--- src/include/air_pkg.sv ---
// Constants and types shared by the auxiliary input result register bank.
package air_pkg;

  // ==========================================================================
  // Bank shape and bus geometry
  // ==========================================================================
  localparam int AIR_NCH     = 4;
  localparam int AIR_ADDR_W  = 16;
  localparam int AIR_DATA_W  = 32;
  localparam int AIR_IDX_W   = 14;
  localparam int AIR_IDX_LSB = 2;

  // ==========================================================================
  // Register indices; the byte address is four times the index
  // ==========================================================================
  localparam logic [13:0] AIR_IDX_IN5_HI = 14'h0596;
  localparam logic [13:0] AIR_IDX_IN5_LO = 14'h0597;
  localparam logic [13:0] AIR_IDX_IN6_HI = 14'h0598;
  localparam logic [13:0] AIR_IDX_IN6_LO = 14'h0599;
  localparam logic [13:0] AIR_IDX_IN7_HI = 14'h059A;
  localparam logic [13:0] AIR_IDX_IN7_LO = 14'h059B;
  localparam logic [13:0] AIR_IDX_IN8_HI = 14'h059C;
  localparam logic [13:0] AIR_IDX_IN8_LO = 14'h059D;

  localparam logic [13:0] AIR_IDX_HI [AIR_NCH] = '{AIR_IDX_IN5_HI, AIR_IDX_IN6_HI, AIR_IDX_IN7_HI, AIR_IDX_IN8_HI};
  localparam logic [13:0] AIR_IDX_LO [AIR_NCH] = '{AIR_IDX_IN5_LO, AIR_IDX_IN6_LO, AIR_IDX_IN7_LO, AIR_IDX_IN8_LO};

  // ==========================================================================
  // Values after reset and bus answers
  // ==========================================================================
  localparam logic [7:0]  AIR_HI_RESET    = 8'h80;
  localparam logic [7:0]  AIR_LO_RESET    = 8'h00;
  localparam logic [31:0] AIR_RDATA_RESET = 32'h00000000;
  localparam logic [1:0]  AIR_RESP_OKAY   = 2'h0;
  localparam logic [1:0]  AIR_RESP_SLVERR = 2'h2;

  // ==========================================================================
  // Types
  // ==========================================================================
  // One finished conversion of one input, valid for a single cycle.
  typedef struct packed {
    logic       valid;
    logic [7:0] high;
    logic [7:0] low;
  } air_result_s;

  typedef enum logic [1:0] {
    AIR_IDLE = 2'b01,
    AIR_ACK  = 2'b10
  } air_bus_e;

endpackage

--- src/logic/air_bank.sv ---
// Avalon-MM slave holding the result bytes of auxiliary inputs five to eight.
//
// Notes on behaviour
// - High read freezes the matching low byte.
// - Freeze lasts until low byte also read.
// - Input 5 low byte at 0x0597, resets zero.
// - Input 6 at 0x0598/0x0599; high resets 0x80.
// - Input 7 at 0x059A/0x059B with lock.
// - Input 8 high at 0x059C locks low.
// - Input 5 high at 0x0596 locks low.
`timescale 1ns/1ps
module air_bank #(
  parameter int NCH = air_pkg::AIR_NCH
) (
  input  wire logic                           clk,
  input  wire logic                           rst,
  input  wire logic [air_pkg::AIR_ADDR_W-1:0] address,
  input  wire logic                           read,
  input  wire logic                           write,
  input  wire logic [air_pkg::AIR_DATA_W-1:0] writedata,
  output logic                                waitrequest,
  output logic [air_pkg::AIR_DATA_W-1:0]      readdata,
  output logic [1:0]                          response,
  input  wire air_pkg::air_result_s [NCH-1:0] result,
  output logic [NCH-1:0]                      lock_status
);

  // ==========================================================================
  // Address decode
  // ==========================================================================
  logic [air_pkg::AIR_IDX_W-1:0] idx;
  logic [NCH-1:0]                sel_hi;
  logic [NCH-1:0]                sel_lo;
  logic [NCH-1:0]                rd_hi;
  logic [NCH-1:0]                rd_lo;
  logic [NCH-1:0]                ch_locked;
  logic [7:0]                    ch_high [NCH];
  logic [7:0]                    ch_low  [NCH];
  logic                          take;
  logic                          mapped;
  air_pkg::air_bus_e             state;

  // The two low address bits pick a byte lane inside a word and are ignored.
  // Spacing the registers a word apart costs address space, but every access
  // stays a plain aligned word for the bus.
  assign idx = address[air_pkg::AIR_ADDR_W-1:air_pkg::AIR_IDX_LSB];

  // A request is taken only from the idle state, so a request that the master
  // still holds during the answer cycle is never counted twice.
  assign take = (state == air_pkg::AIR_IDLE) && (read || write);

  assign mapped = |{sel_hi, sel_lo};

  // The write data path is deliberately unused: every register is read-only.
  logic unused_wdata;
  assign unused_wdata = ^writedata;

  // ==========================================================================
  // Result channels
  // ==========================================================================
  // The lock lives inside each channel so that every input behaves alike.
  genvar c;
  generate
    for (c = 0; c < NCH; c = c + 1) begin : g_ch
      // Each channel owns one high index and the index right above it.
      assign sel_hi[c] = (idx == air_pkg::AIR_IDX_HI[c]);
      assign sel_lo[c] = (idx == air_pkg::AIR_IDX_LO[c]);

      // Side effects of a read only; writes never reach the channel.
      assign rd_hi[c] = take && read && sel_hi[c];
      assign rd_lo[c] = take && read && sel_lo[c];

      air_channel u_ch (
        .clk    (clk),
        .rst    (rst),
        .result (result[c]),
        .rd_hi  (rd_hi[c]),
        .rd_lo  (rd_lo[c]),
        .high   (ch_high[c]),
        .low    (ch_low[c]),
        .locked (ch_locked[c])
      );
    end
  endgenerate

  // The lock flags come straight from the channel flip-flops.
  assign lock_status = ch_locked;

  // ==========================================================================
  // Read multiplexer
  // ==========================================================================
  logic [air_pkg::AIR_DATA_W-1:0] next_readdata;
  logic [1:0]                     next_response;

  // Bytes sit in the low lane and the upper bits read as zero. Writes answer
  // with zero data; an unmapped index answers with a slave error.
  // A read of an unmapped index selects no channel, so it touches no lock.
  always_comb begin
    next_readdata = air_pkg::AIR_RDATA_RESET;
    next_response = air_pkg::AIR_RESP_SLVERR;
    for (int i = 0; i < NCH; i++) begin
      if (sel_hi[i]) begin
        next_response = air_pkg::AIR_RESP_OKAY;
        if (read) begin
          next_readdata[7:0] = ch_high[i];
        end
      end
      if (sel_lo[i]) begin
        next_response = air_pkg::AIR_RESP_OKAY;
        if (read) begin
          next_readdata[7:0] = ch_low[i];
        end
      end
    end
  end

  // ==========================================================================
  // Bus handshake
  // ==========================================================================
  // Two states: idle, and the single answer cycle with waitrequest low.
  always_ff @(posedge clk or posedge rst) begin
    if (rst) begin
      state <= air_pkg::AIR_IDLE;
    end else begin
      unique case (state)
        air_pkg::AIR_IDLE: begin
          if (take) begin
            state <= air_pkg::AIR_ACK;
          end
        end
        air_pkg::AIR_ACK: begin
          state <= air_pkg::AIR_IDLE;
        end
      endcase
    end
  end

  // Waitrequest idles high so that a request is never taken before decode.
  // The price is one wait state on every access, two cycles in all.
  always_ff @(posedge clk or posedge rst) begin
    if (rst) begin
      waitrequest <= 1'b1;
    end else begin
      waitrequest <= !take;
    end
  end

  // Read data and answer are captured when the request is taken and stand
  // until the next request is taken.
  always_ff @(posedge clk or posedge rst) begin
    if (rst) begin
      readdata <= air_pkg::AIR_RDATA_RESET;
      response <= air_pkg::AIR_RESP_OKAY;
    end else if (take) begin
      readdata <= next_readdata;
      response <= next_response;
    end
  end
endmodule

--- src/logic/air_channel.sv ---
// One input's high and low result bytes with the read coherency lock.
`timescale 1ns/1ps
module air_channel (
  input  wire logic                 clk,
  input  wire logic                 rst,
  input  wire air_pkg::air_result_s result,
  input  wire logic                 rd_hi,
  input  wire logic                 rd_lo,
  output logic [7:0]                high,
  output logic [7:0]                low,
  output logic                      locked
);

  // ==========================================================================
  // Lock control
  // ==========================================================================
  logic       freeze;
  logic       release_lock;
  logic [7:0] pend;
  logic       pend_valid;

  // The lock acts in the very cycle of the high read, so a conversion landing
  // on that edge cannot tear the pair that the host is about to assemble.
  assign freeze       = locked | rd_hi;
  assign release_lock = locked & rd_lo & ~rd_hi;

  // Lock is set by a high read and dropped once the low byte is read too.
  always_ff @(posedge clk or posedge rst) begin
    if (rst) begin
      locked <= 1'b0;
    end else if (rd_hi) begin
      locked <= 1'b1;
    end else if (rd_lo) begin
      locked <= 1'b0;
    end
  end

  // ==========================================================================
  // Result bytes
  // ==========================================================================
  // The high byte always follows the converter.
  always_ff @(posedge clk or posedge rst) begin
    if (rst) begin
      high <= air_pkg::AIR_HI_RESET;
    end else if (result.valid) begin
      high <= result.high;
    end
  end

  // The low byte is frozen while locked; a conversion held back meanwhile is
  // applied at release so that the pair is coherent again at once.
  always_ff @(posedge clk or posedge rst) begin
    if (rst) begin
      low <= air_pkg::AIR_LO_RESET;
    end else if (result.valid && (!freeze || release_lock)) begin
      low <= result.low;
    end else if (release_lock && pend_valid) begin
      low <= pend;
    end
  end

  // Holding register for the newest low byte seen during the lock.
  always_ff @(posedge clk or posedge rst) begin
    if (rst) begin
      pend       <= air_pkg::AIR_LO_RESET;
      pend_valid <= 1'b0;
    end else if (result.valid && freeze && !release_lock) begin
      pend       <= result.low;
      pend_valid <= 1'b1;
    end else if (release_lock) begin
      pend_valid <= 1'b0;
    end
  end
endmodule
--- config.mk ---
export PLATFORM = sky130hd
export DESIGN_NAME = air_bank
export DESIGN_NICKNAME = d
export VERILOG_FILES = /design/src/include/air_pkg.sv /design/src/logic/air_bank.sv /design/src/logic/air_channel.sv
export SDC_FILE = /design/constraint.sdc
export NUM_CORES = 1
export LEC_CHECK = 0
export BUFFER_PORTS_ARGS = -buffer_cell sky130_fd_sc_hd__buf_2
export CORE_ASPECT_RATIO = 0.7
export CORE_MARGIN = 1
export CORE_UTILIZATION = 35
export CTS_BUF_LIST = sky130_fd_sc_hd__clkbuf_4 sky130_fd_sc_hd__clkbuf_8
export CTS_CLUSTER_DIAMETER = 50
export DETAILED_ROUTE_END_ITERATION = 8
export PLACE_DENSITY = 0.63
export SLEW_MARGIN = 15
export SYNTH_ARGS = -nofsm -noshare
export SYNTH_HDL_FRONTEND = slang
export SYNTH_SLANG_ARGS = --single-unit
--- constraint.sdc ---
create_clock -name clk -period 3.25 [get_ports clk]
set_input_delay 0.325 -clock clk [delete_from_list [all_inputs] [get_ports clk]]
set_output_delay 0.325 -clock clk [all_outputs]
set_load 0.03 [all_outputs]
==> results.tsv, run 1 <==
stage	metric	value	unit
sta	fmax	0.390	GHz
clock_network	holdBufCountCts	0	
yosys	netlist-cell-type-count	59	
clock_network	clockBufferDepth	2	
clock_network	cts_buffers	17	
place	gp_congestion	0.832	
min_path	hp-class	input pin to asynchronous set/reset pin	
power_and_ir_drop	combPwrFrac	17.5	%
sta	tns	0	ns
yosys	yosys-top-cells-count	dfrtp_1 (110), mux2_2 (104), buf_4 (33)	
grt	grt_usage	17.6	%
worst_setup_path	reg2reg_to	g_ch[0].u_ch.pend[5]	
sta	period_needed	2.57	ns
detailed_routing	ant_nets	0	
yosys	avgSynthCellArea	12.5	um^2
yosys	yosysMostFrequentCell	dfrtp_1	
yosys	yosys.area.top_type	dfrtp_1	
place	hpwlAfterDp	10900	um
place	place_ws	0.530	ns
yosys	synth-async-reset-ratio	100	%
power_and_ir_drop	total_leakage_power	3.26	nW
sta	slew_viol_final	0	
clock_network	clk_latency	0.45	ns
detailed_routing	drc	0	
worst_setup_path	reg2reg_depth	5	
status	outcome	finished, final reports clean	
sta	tightest_slew	0.716	ns
grt	grt_pass1_vias	4283	
power_and_ir_drop	swShare	27.8	%
yosys	syn_inst	487	
clock_network	clock-sinks	116	
yosys	ys_ff_latch	116	
power_and_ir_drop	total_power	3.86	mW
worst_setup_path	worst-setup-path-type	flop to flop	
yosys	syn-cell-area	6060	um^2
worst_setup_path	startpoint_type	flop	
yosys	ys.flop_type	dfrtp_1	
worst_setup_path	required	3.57	ns
sta	hold_viol_final	0	
worst_setup_path	cp-end-kind	flop	
cells_and_area	diodes	0	
sta	rsz0062_at_grt	no	
sta	finalWorstSetupSlack	0.683	ns
clock_network	clk_pin_slew	0.07	ns
cells_and_area	drive_gt1_share	48.3	%
sta	setup_violations	0	
grt	grt_first_pass_wirelength	23700	um
sta	skew	0.0117	ns
power_and_ir_drop	p_per_area	545	nW/um^2
worst_setup_path	critPathMaxFanout	8	
sta	fin_crit_sh	79.0	%
clock_network	cts_tree	done	
cells_and_area	syn2layout_area_growth	16.8	%
worst_setup_path	r2r_start	state[0]	
cells_and_area	fin_cells	819	
power_and_ir_drop	pwr-share-seq	44.4	%
place	placed_cells	787	
yosys	synth_edf_count	0	
power_and_ir_drop	p_clk_share	38.1	%
power_and_ir_drop	ir_worst_vdd	0.367	mV
detailed_routing	num_vias	4219	
detailed_routing	vias_per_cell	5.15	
floorplanning	ioPinCount	159	
grt	grt_overflow	0	
yosys	seq_area_frac_synth	48.0	%
detailed_routing	firstDrtPassIters	5	
cells_and_area	finalCoreUtilization	42.6	%
power_and_ir_drop	p_int	2.78	mW
sta	relSlewSlack	52.0	%
place	io_buffers	99	
yosys	netlist_top_cells_area	dfrtp_1 (45%), mux2_2 (19%), mux2_4 (5.9%)	
floorplanning	die_h	112	um
floorplanning	rows	39	
detailed_routing	drtIter0Drc	206	
clock_network	cts_resized	0	
clock_network	root_buffer	clkbuf_8	
yosys	yosysWarnings	0	
cells_and_area	nets	701	
detailed_routing	routedWlPerCell	18.0	um
worst_setup_path	critPathArrivalTime	2.89	ns
floorplanning	die_area	17900	um^2
floorplanning	chipWidth	159	um
power_and_ir_drop	p_switching	1.07	mW
floorplanning	core_area	16600	um^2
grt	antenna_found_initial	1	
clock_network	cts_max_level	4	
detailed_routing	drt-total-wl	14700	um
job	drv_cap	0	
clock_network	post_cts_buffers	0	
floorplanning	start_util	36.4	%
yosys	synth.top_cell.area_share	45.4	%
grt	grt_max_degree	117	
worst_setup_path	r2r_slack	0.68	ns
[how the worst max path moves through the flow]
stage               start              endpoint  cells after the start
2_1_floorplan    state[0]   g_ch[3].u_ch.low[0]                      6
3_3_place_gp   address[8]  g_ch[0].u_ch.pend[3]                      6
3_5_place_dp   address[8]   g_ch[1].u_ch.low[3]                      6
4_1_cts          state[0]   g_ch[3].u_ch.low[7]                      6
5_1_grt          state[0]  g_ch[0].u_ch.pend[1]                      5
6_report         state[0]  g_ch[0].u_ch.pend[5]                      5
[cell families after synthesis]
logic type | after synthesis | share of synthesized area [%]
buf+inv | 60 | 6.13
compound gates | 73 | 8.28
flops | 116 | 48.0
xor+xnor | 1 | 0.144
mux | 137 | 26.7
simple gates | 99 | 10.6
other cells | 1 | 0.0618
[per-stage QoR]
stage | cell area [um^2] | hold slack [ns]
2_1_floorplan | 6160 | 0.462
3_3_place_gp | 6650 | 0.481
3_5_place_dp | 6650 | 0.488
4_1_cts | 7080 | 0.0703
5_1_grt | 7080 | 0.0765
6_report | 7080 | 0.0374
[power by group through the flow]
stage	Clock, mW	Combinational, mW	Sequential, mW
4_1_cts	1.50	0.678	1.72
3_3_place_gp	0	0.656	1.73
3_5_place_dp	0	0.676	1.74
2_1_floorplan	0	0.399	1.80
5_1_grt	1.58	0.733	1.73
6_report	1.47	0.674	1.71
[cell usage in the layout (no fill, tap or decap), drive strengths merged, types with 7 or more instances in the layout]
| cell type | netlist | layout |
|---|---|---|
| mux2 | 128 | 128 |
| nand2 | 19 | 19 |
| o22ai | 7 | 7 |
| or4 | 8 | 8 |
| clkinv | 0 | 7 |
| nor2 | 14 | 14 |
| o21ai | 13 | 13 |
| mux2i | 9 | 9 |
| buf | 43 | 106 |
| clkbuf | 12 | 21 |
| nand4 | 8 | 8 |
| conb | 1 | 25 |
| dfrtp | 110 | 110 |
| a221oi | 7 | 7 |
| a21oi | 17 | 17 |
[layout make-up]
type                            instances  area (um^2)
Inverter                                5         22.5
Sequential cell                       116         2910
Clock inverter                         11          155
Clock buffer                           21          283
Tap cell                              225          282
Multi-Input combinational cell        335         2870
Timing Repair Buffer                  106          561
Fill cell                            1578         9560
[metal layers]
metal / routed length [um] / vias to the layer above / global-route usage, % / part of all wire (%)
li1: - / 1941 / - / -
met1: 7200 / 2102 / 25.1 / 49
met2: 6470 / 156 / 25.1 / 44
met3: 801 / 18 / 5.03 / 5.4
met4: 240 / 2 / 7.18 / 1.6
met5: 12 / - / 0 / 0.081
[sequential cells by signal, summed over array words and instances, names as in the netlist]
register and cells:
g_ch.u_ch.locked 4, g_ch.u_ch.high 32, state 2, g_ch.u_ch.low 32, g_ch.u_ch.pend 32, waitrequest 1, g_ch.u_ch.pend_valid 4, response 1
readdata 8
[worst max-delay path: stages (launching register included)]
cell	delay, ns
dfstp_2	0.54
nor2b_1	0.41
and2_1	0.27
a31oi_1	0.20
or3b_1	0.66
mux2_4	0.38
Note: power is estimated with default switching activity, not from simulation.
==> inputs of run 2 (changes only) <==
Settings changed: ABC_AREA set to 1, PLACE_DENSITY 0.63 to 0.6.
Clock period 3.25 ns to 2.6 ns, I/O delays scaled along.
==> run 2 against run 1 <==
Compared with the run above: the flow now finishes with violations (hold timing); sequential power increased by 18%; via count increased by 23%; combinational power decreased by 19%.
==> results.tsv, run 2 <==
stage	metric	value	unit
clock_network	cts_buffers	17	
power_and_ir_drop	total_leakage_power	3.94	nW
clock_network	holdBufCountCts	1	
cells_and_area	regArea	2910	um^2
clock_network	cts_max_level	4	
detailed_routing	vias_per_cell	4.60	
place	placed_cells	1099	
yosys	yosys-top-cells-count	nand2_1 (257), dfrtp_1 (110), nand3_1 (110)	
sta	holdWs	-0.0513	ns
yosys	synthAdderAreaFrac	0	%
yosys	synth-compound-area-share	4.71	%
status	outcome	complete, but fails checks	
yosys	syn_inst	789	
worst_setup_path	critPathMaxFanout	23	
worst_setup_path	required	2.97	ns
yosys	yosys.area.top_type	dfrtp_1	
clock_network	cts_resized	0	
floorplanning	start_util	36.3	%
yosys	yosysMostFrequentCell	nand2_1	
power_and_ir_drop	p_per_area	584	nW/um^2
power_and_ir_drop	p_clk_share	40.3	%
yosys	synthXorXnorAreaFrac	0	%
clock_network	clk_pin_slew	0.07	ns
sta	skew	0.00685	ns
yosys	yosysWarnings	0	
yosys	synth_edf_count	0	
power_and_ir_drop	combPwrFrac	12.8	%
floorplanning	ioPinCount	159	
worst_setup_path	r2r_slack	0.36	ns
detailed_routing	drtIter0Drc	411	
power_and_ir_drop	p_switching	1.20	mW
sta	fmax	0.447	GHz
worst_setup_path	startpoint_type	flop	
cells_and_area	syn2layout_area_growth	16.3	%
power_and_ir_drop	ir_worst_vdd	0.289	mV
detailed_routing	num_vias	5205	
grt	grt_first_pass_wirelength	25500	um
floorplanning	chipWidth	163	um
clock_network	clockBufferDepth	2	
grt	grt_usage	17.9	%
cells_and_area	fin_cells	1132	
floorplanning	die_area	18600	um^2
yosys	synthMuxAreaShare	2.85	%
detailed_routing	drc	0	
detailed_routing	routedWlPerCell	13.7	um
worst_setup_path	worst-setup-path-type	flop to flop	
job	drv_cap	0	
grt	grt_overflow	0	
yosys	seq_area_frac_synth	46.0	%
status	violations	hold timing	
sta	rsz0062_at_grt	no	
clock_network	post_cts_buffers	0	
clock_network	cts_tree	done	
yosys	synth-simple-area-share	35.7	%
yosys	ys_ff_latch	116	
cells_and_area	nets	1008	
yosys	netlist_top_cells_area	dfrtp_1 (44%), nand2_1 (15%), nand3_1 (8.7%)	
yosys	syn-cell-area	6320	um^2
sta	fin_crit_sh	86.0	%
clock_network	root_buffer	clkbuf_8	
grt	grt_pass1_vias	4885	
sta	tns	0	ns
sta	tightest_slew	0.656	ns
place	gp_congestion	0.821	
clock_network	clock-sinks	116	
cells_and_area	largestRegisters	g_ch.u_ch.high: 32 flops, g_ch.u_ch.low: 32 flops, g_ch.u_ch.pend: 32 flops	
floorplanning	die_h	114	um
cells_and_area	mostFrequentLayoutCells	nand2_1 (257), nand3_1 (110), dfrtp_1 (110)	
cells_and_area	drive_gt1_share	24.6	%
min_path	hp-class	input pin to asynchronous set/reset pin	
worst_setup_path	cp-end-kind	flop	
yosys	synth-async-reset-ratio	100	%
floorplanning	core_area	17400	um^2
power_and_ir_drop	swShare	28.0	%
power_and_ir_drop	pwr-share-seq	47.0	%
clock_network	clk_latency	0.45	ns
detailed_routing	ant_nets	0	
place	hpwlAfterDp	11300	um
cells_and_area	n_fill_cell	1803	
yosys	ys.flop_type	dfrtp_1	
yosys	synth_top_family_by_area	simple AND/OR/NAND/NOR gates	
detailed_routing	firstDrtPassIters	5	
sta	slew_viol_final	0	
cells_and_area	layout_commonest_cell	nand2_1	
sta	relSlewSlack	56.2	%
worst_setup_path	critPathArrivalTime	2.61	ns
cells_and_area	multi_input_area	2830	um^2
grt	grt_max_degree	117	
power_and_ir_drop	p_int	3.09	mW
floorplanning	rows	40	
yosys	synth.top_cell.area_share	43.5	%
detailed_routing	drt-total-wl	15500	um
sta	period_needed	2.24	ns
cells_and_area	diodes	0	
grt	antenna_found_initial	0	
sta	hold_viol_final	29	
sta	setup_violations	0	
yosys	netlist-cell-type-count	38	
place	io_buffers	99	
yosys	avgSynthCellArea	8.01	um^2
-- run 2: cell types whose count changed in the layout (fill, tap and decap cells not counted), moves of 20 or more --
cell / delta
inv_1: +67
nand3_1: +107
o21ai_1: +20
nand2_1: +238
mux2_4: -24
mux2_2: -88
-- run 2: final timing paths --
kind                                      start                    to  depth (start not counted)
max                                    state[0]   g_ch[1].u_ch.low[2]                         10
min                                         rst           readdata[4]                          3
max reg2reg                            state[0]   g_ch[1].u_ch.low[2]                         10
min reg2reg                g_ch[3].u_ch.pend[0]  g_ch[3].u_ch.pend[0]                          2
max in group asynchronous                   rst  g_ch[0].u_ch.high[5]                          3
min in group clk                     result[29]  g_ch[1].u_ch.high[4]                          3
-- run 2: cells by family (layout without fill, tap and decap cells) --
logic type / after synthesis / count (layout)
flip-flops: 116 / 116
AO/OA/AOI/OAI: 53 / 53
multiplexers: 16 / 16
other: 1 / 25
buffers and inverters: 136 / 224
AND/OR/NAND/NOR: 467 / 467
-- run 2: final cells by class --
| cell class | count | share of cell area (%) |
|---|---|---|
| Sequential cell | 116 | 39.6 |
| Multi-Input combinational cell | 561 | 38.5 |
| Timing Repair Buffer | 111 | 8.17 |
| Inverter | 81 | 4.27 |
| Clock buffer | 24 | 4.24 |
| Tap cell | 231 | 3.93 |
| Clock inverter | 8 | 1.34 |
-- run 2: metal layers --
metal	share of wire [%]	wire length (um)	up-vias	track usage [%]
met5	0	0	-	0
met4	1.5	228	0	6.11
met3	5.0	773	20	4.24
met2	38	5900	126	23.0
met1	56	8640	2374	28.3
li1	-	-	2685	-
-- run 2: per-stage QoR --
stage / setup slack [ns] / total power, mW / instance area [um^2] / hold slack [ns] / util (%)
final: 0.365 / 4.29 / 7350 / -0.0513 / 42.2
after global routing: 0.193 / 4.50 / 7350 / 0.0109 / 42.2
after CTS: 0.380 / 4.33 / 7350 / 0.00620 / 42.2
after detailed placement: 0.289 / 2.59 / 6930 / 0.460 / 39.8
after global placement: 0.365 / 2.59 / 6930 / 0.455 / 39.8
after floorplan: 0.873 / 2.43 / 6420 / 0.356 / -
-- run 2: worst max-delay path: stages, from the launching register on --
cell and delay (ns):
dfstp_2 0.54, nand2_1 0.09, inv_1 0.08, nand2_1 0.13, inv_1 0.31, nand3_2 0.16, nand2_2 0.14, nand2_2 0.25
nand2_2 0.24, o21ai_0 0.11, o21ai_1 0.12
-- run 2: power groups by stage --
stage / clock network, mW / logic, mW / registers (mW)
2_1_floorplan: 0 / 0.393 / 2.04
3_3_place_gp: 0 / 0.542 / 2.04
3_5_place_dp: 0 / 0.548 / 2.05
4_1_cts: 1.77 / 0.553 / 2.01
5_1_grt: 1.86 / 0.619 / 2.03
6_report: 1.73 / 0.548 / 2.01
